`config.mk`:
```
export PLATFORM = sky130hd
export DESIGN_NAME = sfc_regs
export DESIGN_NICKNAME = d
export VERILOG_FILES = /design/src/core/sfc_pkg.sv /design/src/core/sfc_ilimit_decode.sv /design/src/core/sfc_regs.sv
export SDC_FILE = /design/constraint.sdc
export NUM_CORES = 1
export LEC_CHECK = 0
export ABC_CLOCK_PERIOD_IN_PS = 2300
export BUFFER_PORTS_ARGS = -buffer_cell sky130_fd_sc_hd__clkbuf_2
export CORE_ASPECT_RATIO = 0.75
export CORE_UTILIZATION = 38
export CTS_CLUSTER_SIZE = 40
export DETAILED_ROUTE_END_ITERATION = 8
export PLACE_DENSITY_LB_ADDON = 0.08
export SLEW_MARGIN = 10
export SYNTH_ARGS = -nofsm -noshare
export SYNTH_HDL_FRONTEND = slang
export SYNTH_SLANG_ARGS = --single-unit
```
`constraint.sdc`:
```
create_clock -name sys_clk_i -period 2.3 [get_ports sys_clk_i]
set_input_delay 0.69 -clock sys_clk_i [delete_from_list [all_inputs] [get_ports sys_clk_i]]
set_output_delay 0.69 -clock sys_clk_i [all_outputs]
set_load 0.01 [all_outputs]
```
`src/core/sfc_pkg.sv`:
```
// Constants and register layout for the speed and fault settings bank
//
// Operation
// - Speed curve six at 9Eh, parity resets zero
// - Bits 30..23 hold second turn-off speed
// - Bits 22..15 hold second clamp speed
// - Fault group: registers at 90h and 92h
// - Fault settings one resets zero, parity bit 31
// - Bits 30..27 pick torque loop current reference
// - R fields readable, W writable, suffix resets
package sfc_pkg;

	// ------------------------------------------------------------
	// Register indices and byte addresses
	// ------------------------------------------------------------
	localparam logic [9:0]  FAULT_ONE_IDX   = 10'h090;
	localparam logic [9:0]  FAULT_TWO_IDX   = 10'h092;
	localparam logic [9:0]  SPEED_SIX_IDX   = 10'h09e;
	localparam logic [9:0]  STATUS_IDX      = 10'h0a0;
	localparam logic [11:0] FAULT_ONE_ADDR  = {FAULT_ONE_IDX, 2'b00};
	localparam logic [11:0] FAULT_TWO_ADDR  = {FAULT_TWO_IDX, 2'b00};
	localparam logic [11:0] SPEED_SIX_ADDR  = {SPEED_SIX_IDX, 2'b00};
	localparam logic [11:0] STATUS_ADDR     = {STATUS_IDX, 2'b00};

	// ------------------------------------------------------------
	// Field positions
	// ------------------------------------------------------------
	localparam int PARITY_BIT      = 31;
	localparam int TURNOFF_MSB     = 30;
	localparam int TURNOFF_LSB     = 23;
	localparam int CLAMP_MSB       = 22;
	localparam int CLAMP_LSB       = 15;
	localparam int ILIMIT_MSB      = 30;
	localparam int ILIMIT_LSB      = 27;
	localparam int STAT_WR_LSB     = 0;
	localparam int STAT_PAR_LSB    = 8;

	// ------------------------------------------------------------
	// Reset values
	// ------------------------------------------------------------
	localparam logic [31:0] FAULT_ONE_RST  = 32'h0000_0000;
	localparam logic [31:0] FAULT_TWO_RST  = 32'h0000_0000;
	localparam logic [31:0] SPEED_SIX_RST  = 32'h0000_0000;

	// ------------------------------------------------------------
	// Bus encodings
	// ------------------------------------------------------------
	localparam logic [2:0]  HSIZE_WORD     = 3'h2;
	localparam int          TRANS_ACT_BIT  = 1;

	// ------------------------------------------------------------
	// Torque loop current reference, in milliamps per code
	// ------------------------------------------------------------
	localparam int ILIM_MA_W = 14;
	localparam logic [ILIM_MA_W-1:0] ILIM_MA_TABLE [16] = '{
		14'h007d, 14'h00fa, 14'h01f4, 14'h03e8,
		14'h05dc, 14'h07d0, 14'h09c4, 14'h0bb8,
		14'h0dac, 14'h0fa0, 14'h1194, 14'h1388,
		14'h157c, 14'h1770, 14'h1b58, 14'h1f40
	};

endpackage : sfc_pkg

```
`src/core/sfc_ilimit_decode.sv`:
```
// Torque loop current reference decoder, code to milliamps
`timescale 1ns/10ps
module sfc_ilimit_decode
(
	input  wire logic                        sys_clk_i,
	input  wire logic                        rst_b_i,
	input  wire logic [3:0]                  code_i,
	output logic      [sfc_pkg::ILIM_MA_W-1:0] ma_o
);

	// ------------------------------------------------------------
	// Lookup
	// ------------------------------------------------------------
	// Steps double below 1 A, then 0.5 A, then 1 A at the top
	wire logic [sfc_pkg::ILIM_MA_W-1:0] ma_next = sfc_pkg::ILIM_MA_TABLE[code_i];

	// ------------------------------------------------------------
	// Output register
	// ------------------------------------------------------------
	logic [sfc_pkg::ILIM_MA_W-1:0] ma_reg;

	always_ff @(posedge sys_clk_i or negedge rst_b_i)
	begin
		if (!rst_b_i)
			ma_reg <= sfc_pkg::ILIM_MA_TABLE[0];
		else
			ma_reg <= ma_next;
	end

	assign ma_o = ma_reg;

endmodule : sfc_ilimit_decode

```
`src/core/sfc_regs.sv`:
```
// Speed curve and fault settings register bank behind an AHB-Lite slave
//
// Decided for this implementation: the AHB-Lite register port.
`timescale 1ns/10ps
module sfc_regs
#(
	parameter int ADDR_W = 12
)
(
	input  wire logic              sys_clk_i,
	input  wire logic              rst_b_i,
	// AHB-Lite slave
	input  wire logic              hsel_i,
	input  wire logic [ADDR_W-1:0] haddr_i,
	input  wire logic [1:0]        htrans_i,
	input  wire logic              hwrite_i,
	input  wire logic [2:0]        hsize_i,
	input  wire logic [31:0]       hwdata_i,
	input  wire logic              hready_i,
	output logic      [31:0]       hrdata_o,
	output logic                   hreadyout_o,
	output logic                   hresp_o,
	// Settings toward the motor control logic
	output logic      [31:0]       speed_curve_six_o,
	output logic      [7:0]        second_turnoff_speed_o,
	output logic      [7:0]        second_clamp_speed_o,
	output logic      [31:0]       fault_settings_one_o,
	output logic      [31:0]       fault_settings_two_o,
	output logic      [3:0]        torque_ilimit_code_o,
	output logic      [13:0]       torque_ilimit_ma_o
);

	// ------------------------------------------------------------
	// Elaboration checks
	// ------------------------------------------------------------
	// Decode compares the low twelve address bits; the highest byte address, 280h, fits in ten
	if (ADDR_W < 12)
	begin : g_addr_check
		$error("sfc_regs: ADDR_W must be at least 12");
	end

	// ------------------------------------------------------------
	// Address phase decode
	// ------------------------------------------------------------
	wire logic              addr_act;
	wire logic              size_word;
	wire logic [11:0]       addr_low;
	wire logic              hit_fault_one;
	wire logic              hit_fault_two;
	wire logic              hit_speed_six;
	wire logic              hit_status;
	wire logic              upper_zero;
	wire logic [3:0]        hit_vec;

	assign addr_act      = hsel_i & htrans_i[sfc_pkg::TRANS_ACT_BIT] & hready_i;
	assign size_word     = (hsize_i == sfc_pkg::HSIZE_WORD);
	assign addr_low      = haddr_i[11:0];

	if (ADDR_W > 12)
	begin : g_upper
		assign upper_zero = ~|haddr_i[ADDR_W-1:12];
	end
	else
	begin : g_no_upper
		assign upper_zero = 1'b1;
	end

	// Only the listed fault offsets decode; the rest stay reserved
	assign hit_fault_one = upper_zero
		& (addr_low == sfc_pkg::FAULT_ONE_ADDR);
	assign hit_fault_two = upper_zero
		& (addr_low == sfc_pkg::FAULT_TWO_ADDR);
	assign hit_speed_six = upper_zero
		& (addr_low == sfc_pkg::SPEED_SIX_ADDR);
	assign hit_status    = upper_zero
		& (addr_low == sfc_pkg::STATUS_ADDR);
	assign hit_vec       = {hit_status, hit_speed_six,
		hit_fault_two, hit_fault_one};

	// ------------------------------------------------------------
	// Data phase state
	// ------------------------------------------------------------
	// Writes land in the data phase because hwdata only arrives then
	logic              wr_pend_reg;
	logic              wr_pend_next;
	logic [2:0]        wr_sel_reg;
	logic [2:0]        wr_sel_next;

	// Byte and halfword writes are dropped; reads of any size return the whole word
	assign wr_pend_next = addr_act & hwrite_i & size_word;
	assign wr_sel_next  = hit_vec[2:0];

	always_ff @(posedge sys_clk_i or negedge rst_b_i)
	begin
		if (!rst_b_i)
		begin
			wr_pend_reg <= 1'b0;
			wr_sel_reg  <= 3'h0;
		end
		else
		begin
			wr_pend_reg <= wr_pend_next;
			wr_sel_reg  <= wr_sel_next;
		end
	end

	// ------------------------------------------------------------
	// Register storage
	// ------------------------------------------------------------
	logic [31:0] bank_reg [3];
	wire  logic [2:0]  bank_we;

	// Constants only, so the asynchronous reset branch stays clean
	localparam logic [31:0] BANK_RST [3] = '{
		sfc_pkg::FAULT_ONE_RST,
		sfc_pkg::FAULT_TWO_RST,
		sfc_pkg::SPEED_SIX_RST
	};

	genvar gi;
	for (gi = 0; gi < 3; gi++)
	begin : g_bank
		assign bank_we[gi] = wr_pend_reg & wr_sel_reg[gi];

		// Parity bit is kept as written, no field reacts to it
		always_ff @(posedge sys_clk_i or negedge rst_b_i)
		begin
			if (!rst_b_i)
				bank_reg[gi] <= BANK_RST[gi];
			else if (bank_we[gi])
				bank_reg[gi] <= hwdata_i;
		end
	end

	// ------------------------------------------------------------
	// Status: written flags and odd parity of each register
	// ------------------------------------------------------------
	// Flags are only ever set, so no set and clear can collide
	logic [2:0]        written_reg;
	wire  logic [2:0]  written_next;
	wire  logic [2:0]  par_odd;

	assign written_next = written_reg | bank_we;

	for (gi = 0; gi < 3; gi++)
	begin : g_par
		// Parity follows the forwarded word, like the written flags
		assign par_odd[gi] = ^(bank_we[gi] ? hwdata_i : bank_reg[gi]);
	end

	always_ff @(posedge sys_clk_i or negedge rst_b_i)
	begin
		if (!rst_b_i)
			written_reg <= 3'h0;
		else
			written_reg <= written_next;
	end


	// ------------------------------------------------------------
	// Read path
	// ------------------------------------------------------------
	// A write still in its data phase is forwarded, so a read right
	// behind it sees the new value rather than the stale one
	wire logic [31:0] view [3];
	wire logic [31:0] rd_mux;
	wire logic [31:0] wr_status;
	wire logic        rd_take;

	for (gi = 0; gi < 3; gi++)
	begin : g_view
		assign view[gi] = bank_we[gi] ? hwdata_i : bank_reg[gi];
	end

	assign wr_status = {21'h00_0000, par_odd, 5'h00, written_next};

	// Unmapped and reserved offsets read as zero
	assign rd_mux =
		({32{hit_fault_one}} & view[0])
		| ({32{hit_fault_two}} & view[1])
		| ({32{hit_speed_six}} & view[2])
		| ({32{hit_status}} & wr_status);

	assign rd_take = addr_act & ~hwrite_i;

	logic [31:0] hrdata_reg;
	logic [31:0] hrdata_next;

	assign hrdata_next = rd_take ? rd_mux : 32'h0000_0000;

	always_ff @(posedge sys_clk_i or negedge rst_b_i)
	begin
		if (!rst_b_i)
			hrdata_reg <= 32'h0000_0000;
		else
			hrdata_reg <= hrdata_next;
	end

	// Zero wait state slave that always answers OKAY
	assign hrdata_o    = hrdata_reg;
	assign hreadyout_o = 1'b1;
	assign hresp_o     = 1'b0;

	// ------------------------------------------------------------
	// Settings outputs
	// ------------------------------------------------------------
	assign fault_settings_one_o   = bank_reg[0];
	assign fault_settings_two_o   = bank_reg[1];
	assign speed_curve_six_o      = bank_reg[2];

	// Value n means n/255 of the maximum speed
	assign second_turnoff_speed_o =
		bank_reg[2][sfc_pkg::TURNOFF_MSB:sfc_pkg::TURNOFF_LSB];
	assign second_clamp_speed_o   =
		bank_reg[2][sfc_pkg::CLAMP_MSB:sfc_pkg::CLAMP_LSB];
	assign torque_ilimit_code_o   =
		bank_reg[0][sfc_pkg::ILIMIT_MSB:sfc_pkg::ILIMIT_LSB];

	// ------------------------------------------------------------
	// Current reference decoder
	// ------------------------------------------------------------
	// One cycle behind the code, which settles long before use
	sfc_ilimit_decode u_ilimit
	(
		.sys_clk_i (sys_clk_i),
		.rst_b_i   (rst_b_i),
		.code_i    (torque_ilimit_code_o),
		.ma_o      (torque_ilimit_ma_o)
	);

endmodule : sfc_regs

```
**Yosys cells after proc, flatten, opt, wreduce, memory -nomap -nowiden**

Memory sizes are Yosys's and may differ from the RTL's. A register that Yosys moved wholly into a read port is not among the register bits.
Index checks and enable logic that the tools add are counted.

- Memory bits (read-only): 224
- Memories: 1
- Flip-flop bits (word level): 135
- Logic and storage cells: 39
- Bits in latches: 0
- Bits of input ports: 54
- Bits in writable memories: 0

- Multiply operators: 0
- Shift-type cells: 0
- Eq/ne operators: 5
- Bitwise gates (word level): 18
- Reductions and logical operators: 4
- Muxes and demuxes: 4
- Div/mod/pow operators: 0
- $add $sub $neg: 0
- Magnitude comparators: 0

Memories:

| name | depth | width | read ports | clocked after Yosys merged registers in | wr ports | line | text |
|---|---|---|---|---|---|---|---|
| (name not given) | 16 | 14 | 1 | 1 | 0 | sfc_ilimit_decode.sv:15 | `wire logic [sfc_pkg::ILIM_MA_W-1:0] ma_next = sfc_pkg::ILIM_MA_TABLE[code_i];` |

Operator list:

| cell | count |
|---|---|
| 32-bit 2-to-1 mux | 4 |
| 32-bit bitwise AND | 3 |
| 32-bit bitwise OR | 3 |
| 32-bit XOR reduction | 3 |
| 12-bit by 10-bit == test with 1-bit output (second input constant) | 4 |
| 32-bit by 11-bit bitwise AND with 32-bit output | 1 |
| 1-bit bitwise AND | 8 |
| 4-bit inverter with 5-bit output | 1 |
| 3-bit by 2-bit == test with 1-bit output (second input constant) | 1 |
| 3-bit bitwise OR | 1 |
| 1-bit zero test | 1 |
| 1-bit inverter | 1 |

**Longest topological paths before layout**

Gate-level depths: netlist of run 1.

- Depth in word-level cells: 7
- Mapped depth: 8
- Depth with buffers taken out: 7

**Modules after synthesis**

Synthesis of run 1 repeated with hierarchy kept, for this count alone.

- Cells, all modules: 565
- Area, all modules: 7176.9 µm²

By module, submodules not included:

| module | instances | cells each | area an instance (µm²) |
|---|---|---|---|
| sfc_regs | 1 | 503 | 6495.0 |
| sfc_ilimit_decode | 1 | 62 | 681.9 |

**Worst setup path after synthesis of run 1**

No wires, ideal clock.

- Path type: input to register
- Start point: input haddr_i[8]
- End point: register hrdata_reg[9], in the netlist hrdata_o[9]
- Cell stages on the path: 8
- Data arrival time: 2.481 ns
- Buffers on the path: 2
- Required time: 2.214 ns
- Path slack: -0.267 ns
- Cells stage by stage: or4b_4 > or3b_4 > nor4_4 > and2_0 > buf_2 > buf_6 > a21oi_1 > o221ai_2

- Longest elaborated chain between the ends: 6

RTL lines:

| item | line | text |
|---|---|---|
| start, declared | sfc_regs.sv:14 | `input wire logic [ADDR_W-1:0] haddr_i,` |
| 12-bit by 10-bit == test with 1-bit output (on tied branches) | sfc_regs.sv:70, sfc_regs.sv:72 |  |
| 32-bit bitwise AND (on tied branches) | sfc_regs.sv:179, sfc_regs.sv:180 |  |
| 32-bit bitwise OR | sfc_regs.sv:180 | `\| ({32{hit_fault_two}} & view[1])` |
| 32-bit bitwise OR | sfc_regs.sv:181 | `\| ({32{hit_speed_six}} & view[2])` |
| 32-bit bitwise OR (*) | sfc_regs.sv:182 | `\| ({32{hit_status}} & wr_status);` |
| 32-bit 2-to-1 mux (*) | sfc_regs.sv:189 | `assign hrdata_next = rd_take ? rd_mux : 32'h0000_0000;` |
| named net hrdata_next[9] | sfc_regs.sv:187 | `logic [31:0] hrdata_next;` |
| end signal, assigned | sfc_regs.sv:196 | `hrdata_reg <= hrdata_next;` |
| end, declared | sfc_regs.sv:186 | `logic [31:0] hrdata_reg;` |

Mark *: on every way through the listed nets, which the timed path passes. The rest lies on a longest branch.

**Worst setup path after layout of run 1**

- Start point: input haddr_i[8]
- End point: register hrdata_reg[12], in the netlist hrdata_o[12]

Same word-level chain as after synthesis.

==> flow_summary.ini, run 1 <==
[timing]
final_max_slew_viol_count = 0
skew_ps = 17.3
finalSetupViolCount = 0
hold_viol_final = 0
fmax_ghz = 0.443
fin_crit_sh_pct = 98.2
fin_crit_ps = 2260

[critical_path]
max_stage_delay_ps = 540
crit_family = simple AND/OR/NAND/NOR gates
critical_path_buf_inv_count = 3
cpMostUsedCell = buf_4
crit_chain = clkbuf_2 > or4b_4 > or3b_4 > nor4_4 > and2_4 > buf_4 > buf_4 > nand2_1 > a21oi_1
required_ps = 2630
crit_type = in -> reg
startpoint_type = primary input
critPathMaxFanout = 5
cp.arrival_ps = 2590
crit_slowest_cell = or4b_4
cp-end-kind = flop

[pwr]
leakagePower_nw = 4.22
max-vdd-ir-drop_mv = 0.438
p_per_area_mw_per_mm2 = 717

[clock_network]
clock_tree.root_cell = clkbuf_16
cts_sinks = 148
cts_tree = yes
clock_tree.buffer_depth = 2
numCtsBuffers = 17
cts_hold_buf = 0
clkTransAtPathRegs_ps = 60
clk_latency_ps = 420
htreeDepth = 4

[route]
dr.pass1.iters = 6
ant_nets = 0
post_drt_via_cell_ratio = 5.01
first_iter_violations = 306
drc = 0
wl_per_cell_um = 19.2
route.vias.total = 5371
drt-total-wl_um = 20600

[floorplanning]
num_rows = 43
initial_core_util_pct = 39.0
die-height_um = 122
ios = 218
dieArea_mm2 = 0.0197
dieWidth_um = 162
core_area_mm2 = 0.0186

[synth]
ys_warn_count = 0
async_flop_share_pct = 100
synth.area.top_cells = dfrtp_1 49%, mux2_2 15%, xnor2_1 14%, buf_4 2.6%, a21oi_1 2.3%
ys.flop_type = dfrtp_1
yosys_register_bits = 148
netlist_instances = 591
postSynthAreaPerCell_um2 = 12.3
yosys.area.top_type = dfrtp_1
seq_area_frac_synth_pct = 51.2
netlist_area_mm2 = 0.00725
synth.distinct_cells = 43
yosysTopAreaCellShare_pct = 49.0
synth-edff-count = 0

[layout]
fin_nets = 878
stdcell_count = 1073
drive_above_1_share_pct = 48.4
design_area_mm2 = 0.00943
diodes = 0
post-route-util_pct = 50.6
area_delta_synth_final_pct = 29.9

[hold_path]
worstHoldPathType = in -> async

[grt]
grt_max_degree = 55
grt_pass1_vias = 5341
grtUsageTotal_pct = 21.4
grt-ovfl-total = 0
grt_pass1_wl_um = 31300
grt_antenna_before_repair = 0

[placed_design]
gp_congestion = 0.804
dp_hpwl_um = 14900
io_buffers = 213
placed_cells = 1040
dpl-instance-area_mm2 = 0.00875

[flow_run]
drv_cap = 0

[outcome]
status = finished clean
[metrics by stage]
stage	TNS (ps)	hold WS, ps	setup slack (ps)	power [mW]
after global routing	-3.79	137	-2.25	7.04
after detailed placement	-13280	451	-471	3.91
after floorplan	-6680	394	-243	3.51
after CTS	0	124	5.97	6.83
after global placement	-12250	449	-430	3.90
final	0	130	41.7	6.76
[metal layers]
| layer | GRT usage [%] | share of wire, % |
|---|---|---|
| met1 | 31.3 | 48 |
| met2 | 32.2 | 46 |
| met3 | 4.49 | 5.7 |
| met4 | 5.01 | 0.56 |
| met5 | 0 | 0 |
[Yosys cell counts (2+ instances only)]
cell type,count
mux2i_1,2
a21oi_1,33
inv_1,3
a222oi_1,8
o22ai_1,2
or2_2,2
nand3_1,4
buf_1,5
clkbuf_1,15
dfstp_2,6
nand2b_1,7
a21boi_0,2
and2_1,3
nor2b_1,3
dfrtp_1,142
buf_4,25
ha_1,9
nor2_1,14
o21ai_0,6
nand2_1,34
xor2_1,12
a22oi_1,22
xnor2_1,112
mux2_2,96
buf_2,4
nor3_1,2
conb_1,2
[kinds of logic (layout without fill, tap and decap cells)]
family	Yosys count	in the layout	share of synthesized area [%]
multiplexers	98	98	15.2
buffers and inverters	53	287	4.21
flip-flops	148	148	51.2
other	2	3	0.104
AND/OR/NAND/NOR	78	78	5.57
XOR/XNOR	124	124	15.0
AO/OA/AOI/OAI	79	79	7.26
adder cells (fa/ha/maj)	9	9	1.55
[placed cells by master (no fill, tap or decap), drive strengths merged, types with 2 or more instances in the layout]
master	synthesis	final
dfrtp	142	142
nor2	14	14
nand3	4	4
nor3	2	2
clkbuf	15	233
a222oi	8	8
nor2b	3	3
or2	2	2
conb	2	3
mux2	96	96
a21boi	2	2
clkinv	0	6
o22ai	2	2
inv	3	3
buf	35	41
nand2b	7	7
o21ai	6	6
and2	4	4
bufinv	0	4
a22oi	22	22
ha	9	9
a21oi	33	33
nand2	34	34
mux2i	2	2
xnor2	112	112
xor2	12	12
dfstp	6	6
[path summary, 6_finish.rpt]
kind | depth (start not counted) | slack [ps] | to | from
setup / recovery | 9 | 40 | hrdata_o[12] | haddr_i[8]
hold / removal | 1 | 130 | fault_settings_two_o[2] | rst_b_i
setup reg to reg | 5 | 340 | hrdata_o[16] | wr_pend_reg
hold reg to reg | 1 | 470 | written_reg[2] | written_reg[2]
max in group asynchronous | 2 | 1480 | fault_settings_one_o[16] | rst_b_i
min in group sys_clk_i | 1 | 470 | written_reg[2] | written_reg[2]
[layout make-up]
type,instances,area (µm²)
Fill cell,1718,9190
Clock buffer,20,447
Clock inverter,10,158
Timing Repair Buffer,254,1510
Tap cell,247,309
Inverter,3,11.3
Multi-Input combinational cell,391,3280
Sequential cell,148,3710
[repair_timing]
action / 4_1_cts / 5_1_grt
cloned: 0 / 1
endpoints found under the setup margin: 14 / 20
pin swaps: 0 / 3
resized for setup: 1 / 6
setup buffers: 0 / 2
[power breakdown]
part           switching (mW)  total, mW  internal, mW
Clock                    1.07       2.90          1.83
Combinational           0.555       1.07         0.514
Sequential              0.100       2.79          2.69
Power figures use the tool's default switching activity.
==> run 2, diff against run 1 <==
--- a/config.mk
+++ b/config.mk
@@ -5,6 +5,7 @@
 export SDC_FILE = /design/constraint.sdc
 export NUM_CORES = 1
 export LEC_CHECK = 0
+export ABC_AREA = 1
 export ABC_CLOCK_PERIOD_IN_PS = 2300
 export BUFFER_PORTS_ARGS = -buffer_cell sky130_fd_sc_hd__clkbuf_2
 export CORE_ASPECT_RATIO = 0.75
==> run 2 against run 1 <==
The run now ends with setup timing left. Die area rose by 27%. Clock power rose by 3%. Final cell count rose by 84%. Register-to-register slack got worse by 340 ps.
==> flow_summary.ini, run 2 <==
[route]
drt-total-wl_um = 31900
wl_per_cell_um = 16.1
route.vias.total = 9613
dr.pass1.iters = 5
ant_nets = 0
first_iter_violations = 744
drc = 0
post_drt_via_cell_ratio = 4.86

[hold_path]
worstHoldPathType = in -> async

[synth]
postSynthAreaPerCell_um2 = 6.46
synthSimpleGateAreaFrac_pct = 34.2
yosys_register_bits = 148
ys.flop_type = dfrtp_1
ys_warn_count = 0
yosys-top-cells-count = 688 x nand2_1, 196 x inv_1, 142 x dfrtp_1
synth_xor_area_share_pct = 0.0948
synth.area.top_cells = dfrtp_1 38%, nand2_1 28%, inv_1 8.0%, o21ai_1 4.3%, nand3_1 3.6%
synth.distinct_cells = 34
netlist_area_mm2 = 0.00924
yosys.area.top_type = dfrtp_1
synthMuxAreaShare_pct = 0
netlist_instances = 1430
async_flop_share_pct = 100
seq_area_frac_synth_pct = 40.2
synth_compound_gate_area_share_pct = 10.9
yosysMostFrequentCell = nand2_1
yosysTopAreaCellShare_pct = 38.5
synth_top_family_by_area = simple AND/OR/NAND/NOR gates
synthAdderAreaFrac_pct = 1.22
synth-edff-count = 0

[critical_path]
critPathMaxFanout = 19
r2r_cells = 16
crit_type = reg -> reg
cp.arrival_ps = 2620
required_ps = 2620
startpoint_type = flop
cp-end-kind = flop

[grt]
grt_pass1_vias = 8130
grt_max_degree = 56
grtUsageTotal_pct = 23.8
grt_antenna_before_repair = 0
grt_pass1_wl_um = 45200
grt-ovfl-total = 0

[layout]
fin_nets = 1722
design_area_mm2 = 0.0121
diodes = 0
post-route-util_pct = 50.4
fill_cells = 2438
stdcell_count = 1978
final_cell_mix = 673 x nand2_1, 212 x clkbuf_2, 195 x inv_1
final_common_cell = nand2_1
area_delta_synth_final_pct = 30.5
drive_above_1_share_pct = 23.6

[flow_run]
drv_cap = 0

[floorplanning]
ios = 218
dieWidth_um = 182
num_rows = 49
dieArea_mm2 = 0.0249
initial_core_util_pct = 38.6
core_area_mm2 = 0.0239
die-height_um = 137

[clock_network]
cts_sinks = 148
clock_tree.buffer_depth = 2
cts_hold_buf = 0
clkTransAtPathRegs_ps = 70
numCtsBuffers = 17
htreeDepth = 4
clock_tree.root_cell = clkbuf_16
clk_latency_ps = 440
cts_tree = yes

[placed_design]
placed_cells = 1931
io_buffers = 213
dp_hpwl_um = 22100
dpl-instance-area_mm2 = 0.0108
gp_congestion = 0.836
dp_slack_ps = 4.10

[timing]
finalSetupViolCount = 1
fmax_ghz = 0.435
hold_viol_final = 0
rsz0062_at_grt = yes
skew_ps = 13.4
fin_crit_ps = 2300
worst_slack_ps = -0.338
fin_crit_sh_pct = 100
hold-worst-slack_ps = 148
final_max_slew_viol_count = 0

[outcome]
violations = setup timing
status = complete, but fails checks

[pwr]
max-vdd-ir-drop_mv = 0.482
leakagePower_nw = 7.53
p_per_area_mw_per_mm2 = 481
-- run 2: cell types whose count changed in the layout (fill, tap and decap cells not counted), sizes merged, moves of 31 or more --
cell	previous run	this run
inv	3	206
mux2	96	0
nand2	34	690
nand3	4	67
nor2	14	45
o21ai	6	132
xnor2	112	1
-- run 2: repair_timing --
action	in CTS	in global routing
setup endpoints to repair	0	3
buffers inserted	0	1
resized for setup	0	88
-- run 2: area by class of cell --
| cell class | instances | area [µm²] | area share [%] |
|---|---|---|---|
| well taps | 306 | 383 | 3.17 |
| clock buffers | 18 | 429 | 3.56 |
| repair buffers | 284 | 2030 | 16.8 |
| inverters | 207 | 777 | 6.44 |
| clock inverters | 14 | 185 | 1.54 |
| multi-input cells | 1001 | 4540 | 37.6 |
| flip-flops and latches | 148 | 3710 | 30.8 |
-- run 2: cells by family after synthesis --
kind of cell,after synthesis
DFF,148
buffers and inverters,282
xor gates and xnor gates,1
adders and majority gates,9
other,2
AOI/OAI and AO/OA,177
and+or+nand+nor,811
-- run 2: worst paths after layout --
path                                     start             end  slack, ps
worst max-delay path               wr_pend_reg     hrdata_o[9]       -0.3
worst min-delay path                   rst_b_i    hrdata_o[23]        150
worst max register to register     wr_pend_reg     hrdata_o[9]       -0.3
worst min register to register  written_reg[1]  written_reg[1]        460
max in group asynchronous              rst_b_i     wr_pend_reg       1480
min in group sys_clk_i              hsize_i[0]     wr_pend_reg        420
-- run 2: per-stage QoR --
stage	TNS (ps)	total power [mW]
after floorplan	0	2.69
after global placement	0	2.84
after detailed placement	0	2.84
after CTS	0	5.85
after global routing	-353	5.99
final	-0.338	5.81
-- run 2: layer usage --
layer	vias to the layer above	track usage (%)	routed length, µm
li1	4857	-	-
met1	4408	37.3	16200
met2	323	33.3	13200
met3	25	3.96	2140
met4	0	5.93	304
met5	-	0	0
-- run 2: power breakdown --
part           total (mW)  switching [mW]  internal (mW)
clock network        3.00            1.19           1.81
registers            2.60        0.000974           2.60
logic               0.196           0.142         0.0537
-- run 2: worst max-delay path: stages, from the launching register on --
cell and delay [ps]:
dfrtp_4 570, nand2_8 170, buf_12 200, o21ai_0 240, nand2_1 90, nand2_1 150
inv_2 50, nand2_1 50, nand2_1 60, nand2_1 70, nand2_1 80, nand2_1 80
inv_1 50, nor2_2 110, nand2_1 60, nand3_1 80, a21oi_1 70
==> run 3, diff against run 2 <==
--- a/config.mk
+++ b/config.mk
@@ -6,7 +6,7 @@
 export NUM_CORES = 1
 export LEC_CHECK = 0
 export ABC_AREA = 1
-export ABC_CLOCK_PERIOD_IN_PS = 2300
+export ABC_CLOCK_PERIOD_IN_PS = 2450
 export BUFFER_PORTS_ARGS = -buffer_cell sky130_fd_sc_hd__clkbuf_2
 export CORE_ASPECT_RATIO = 0.75
 export CORE_UTILIZATION = 38
==> constraint.sdc (replaced) <==
create_clock -name sys_clk_i -period 2.45 [get_ports sys_clk_i]
set_input_delay 0.735 -clock sys_clk_i [delete_from_list [all_inputs] [get_ports sys_clk_i]]
set_output_delay 0.735 -clock sys_clk_i [all_outputs]
set_load 0.01 [all_outputs]
==> run 3 against run 2 <==
The run ends with DRC left. Design area is 5.3% lower. Count of clock-buffer cells in the layout is 1 lower. Critical path depth stayed put. First-iteration DRC count is 21% lower. Wire length is 6.9% lower. Die area stayed put. Critical path type unchanged.
==> flow_summary.ini, run 3 (same netlist as run 2, synthesis figures left out) <==
[clock_network]
cts_sinks = 148
post_cts_buffers = 0
clock_tree.buffer_depth = 2
htreeDepth = 4
cts_tree = yes
numCtsBuffers = 17
cts_hold_buf = 0
clkTransAtPathRegs_ps = 70
clock_tree.root_cell = clkbuf_16
clk_latency_ps = 430
cts.repair.resized = 0

[pwr]
leakagePower_nw = 7.30
power_mw = 5.32
max-vdd-ir-drop_mv = 0.470
p_per_area_mw_per_mm2 = 466

[hold_path]
worstHoldPathType = in -> async

[layout]
area_delta_synth_final_pct = 23.6
final_cell_mix = 683 x nand2_1, 212 x clkbuf_2, 195 x inv_1
fin_nets = 1694
design_area_mm2 = 0.0114
multi_input_area_mm2 = 0.00437
drive_above_1_share_pct = 20.2
seq_area_mm2 = 0.00371
fill_cells = 2527
final_common_cell = nand2_1
diodes = 0

[grt]
grt_max_degree = 46
grt_antenna_before_repair = 0
grt_pass1_wl_um = 45000
grtUsageTotal_pct = 23.8
grt_pass1_vias = 8044
grt-ovfl-total = 0

[timing]
hold_viol_final = 0
rsz0062_at_grt = yes
finalSetupViolCount = 0
hold-worst-slack_ps = 178
fmax_ghz = 0.437
fin_crit_ps = 2290
fin_crit_sh_pct = 93.4
skew_ps = 12.9
worst_slack_ps = 162
final_max_slew_viol_count = 0

[floorplanning]
dieArea_mm2 = 0.0249
dieWidth_um = 182
die-height_um = 137
num_rows = 49
initial_core_util_pct = 38.6
core_area_mm2 = 0.0239
ios = 218

[outcome]
violations = DRC
status = complete, but fails checks

[route]
ant_nets = 0
post_drt_via_cell_ratio = 4.81
drt-total-wl_um = 29700
route.vias.total = 9373
drc = 4
dr.pass1.iters = 7
first_iter_violations = 588
wl_per_cell_um = 15.2

[critical_path]
crit_type = reg -> reg
required_ps = 2760
crit_start = wr_pend_reg
crit_slowest_cell = dfrtp_2
cp.arrival_ps = 2590
critPathMaxFanout = 20
max_stage_delay_ps = 530
cpMostUsedCell = nand2_1
cp-end-kind = flop
crit_chain = nand2_4 > clkbuf_16 > o21ai_1 > nand2_1 > nand2_1 > inv_2 > nand2_1 > nand2_1 > nand2_1 > nand2_1 > nand2_1 > inv_1 > nor2_1 > nand2_1 > nand3_1 > a21oi_1
reg2reg_from = wr_pend_reg
startpoint_type = flop

[placed_design]
dp_slack_ps = 101
dpl-instance-area_mm2 = 0.0107
dp_hpwl_um = 22000
io_buffers = 213
gp_congestion = 0.853

[flow_run]
drv_cap = 0
==> run 3: changes by cell type in the layout (fill, tap and decap cells not counted), moves of 4 or more <==
| cell | previous run | this run |
|---|---|---|
| o21ai_1 | 63 | 79 |
| buf_12 | 14 | 10 |
| clkinv_2 | 5 | 1 |
| o21ai_2 | 35 | 17 |
| nor2_2 | 6 | 2 |
| clkbuf_16 | 30 | 19 |
| buf_4 | 40 | 26 |
| o21ai_0 | 32 | 36 |
| nand2_2 | 13 | 4 |
| nand2_1 | 673 | 683 |
| nor2_1 | 38 | 43 |
| inv_6 | 1 | 6 |
==> run 3: final cells by class <==
type / instances / area share, %
multi-input cells: 1001 / 38.3
flip-flops and latches: 148 / 32.5
repair buffers: 256 / 13.9
inverters: 207 / 6.81
clock buffers: 17 / 3.73
well taps: 306 / 3.35
clock inverters: 15 / 1.44
==> run 3: critical path, delay by kind of cell, from the launching register on <==
family,cells,cell delay [ps]
AND/OR/NAND/NOR,11,1010
AO/OA/AOI/OAI,2,290
buffers and inverters,3,320
flip-flops,1,530
==> run 3: path summary, 6_finish.rpt <==
kind                                       endpoint  slack, ps  cells past startpoint
min in group sys_clk_i               written_reg[1]        470                      1
max reg2reg                            hrdata_o[10]        160                     16
min reg2reg                          written_reg[1]        470                      1
min                        fault_settings_one_o[19]        180                      1
max                                    hrdata_o[10]        160                     16
max in group asynchronous      speed_curve_six_o[1]       1660                      2
==> run 3: per-layer routing <==
layer / GRT usage [%] / vias up / share of wire [%]
met5: 0 / - / 0
met4: 5.09 / 0 / 0.78
met3: 4.04 / 23 / 7.2
met2: 33.8 / 279 / 41
met1: 36.9 / 4281 / 51
li1: - / 4790 / -
==> run 3: power by group <==
group / switching, mW / total, mW / internal, mW / leakage (nW)
Combinational: 0.127 / 0.178 / 0.0514 / 5.48
Clock: 1.25 / 2.70 / 1.45 / 0.292
Sequential: 0.000729 / 2.44 / 2.44 / 1.53
Total: 1.37 / 5.32 / 3.95 / 7.30
==> run 3: through the flow <==
| step | utilization, % | cells | setup TNS (ps) |
|---|---|---|---|
| global placement | 44.7 | 1916 | 0 |
| global route | 47.7 | 1950 | -41.9 |
| detailed placement | 44.7 | 1916 | 0 |
| CTS | 47.1 | 1948 | 0 |
| finish | 47.7 | 1950 | 0 |
| floorplan | - | 1431 | 0 |
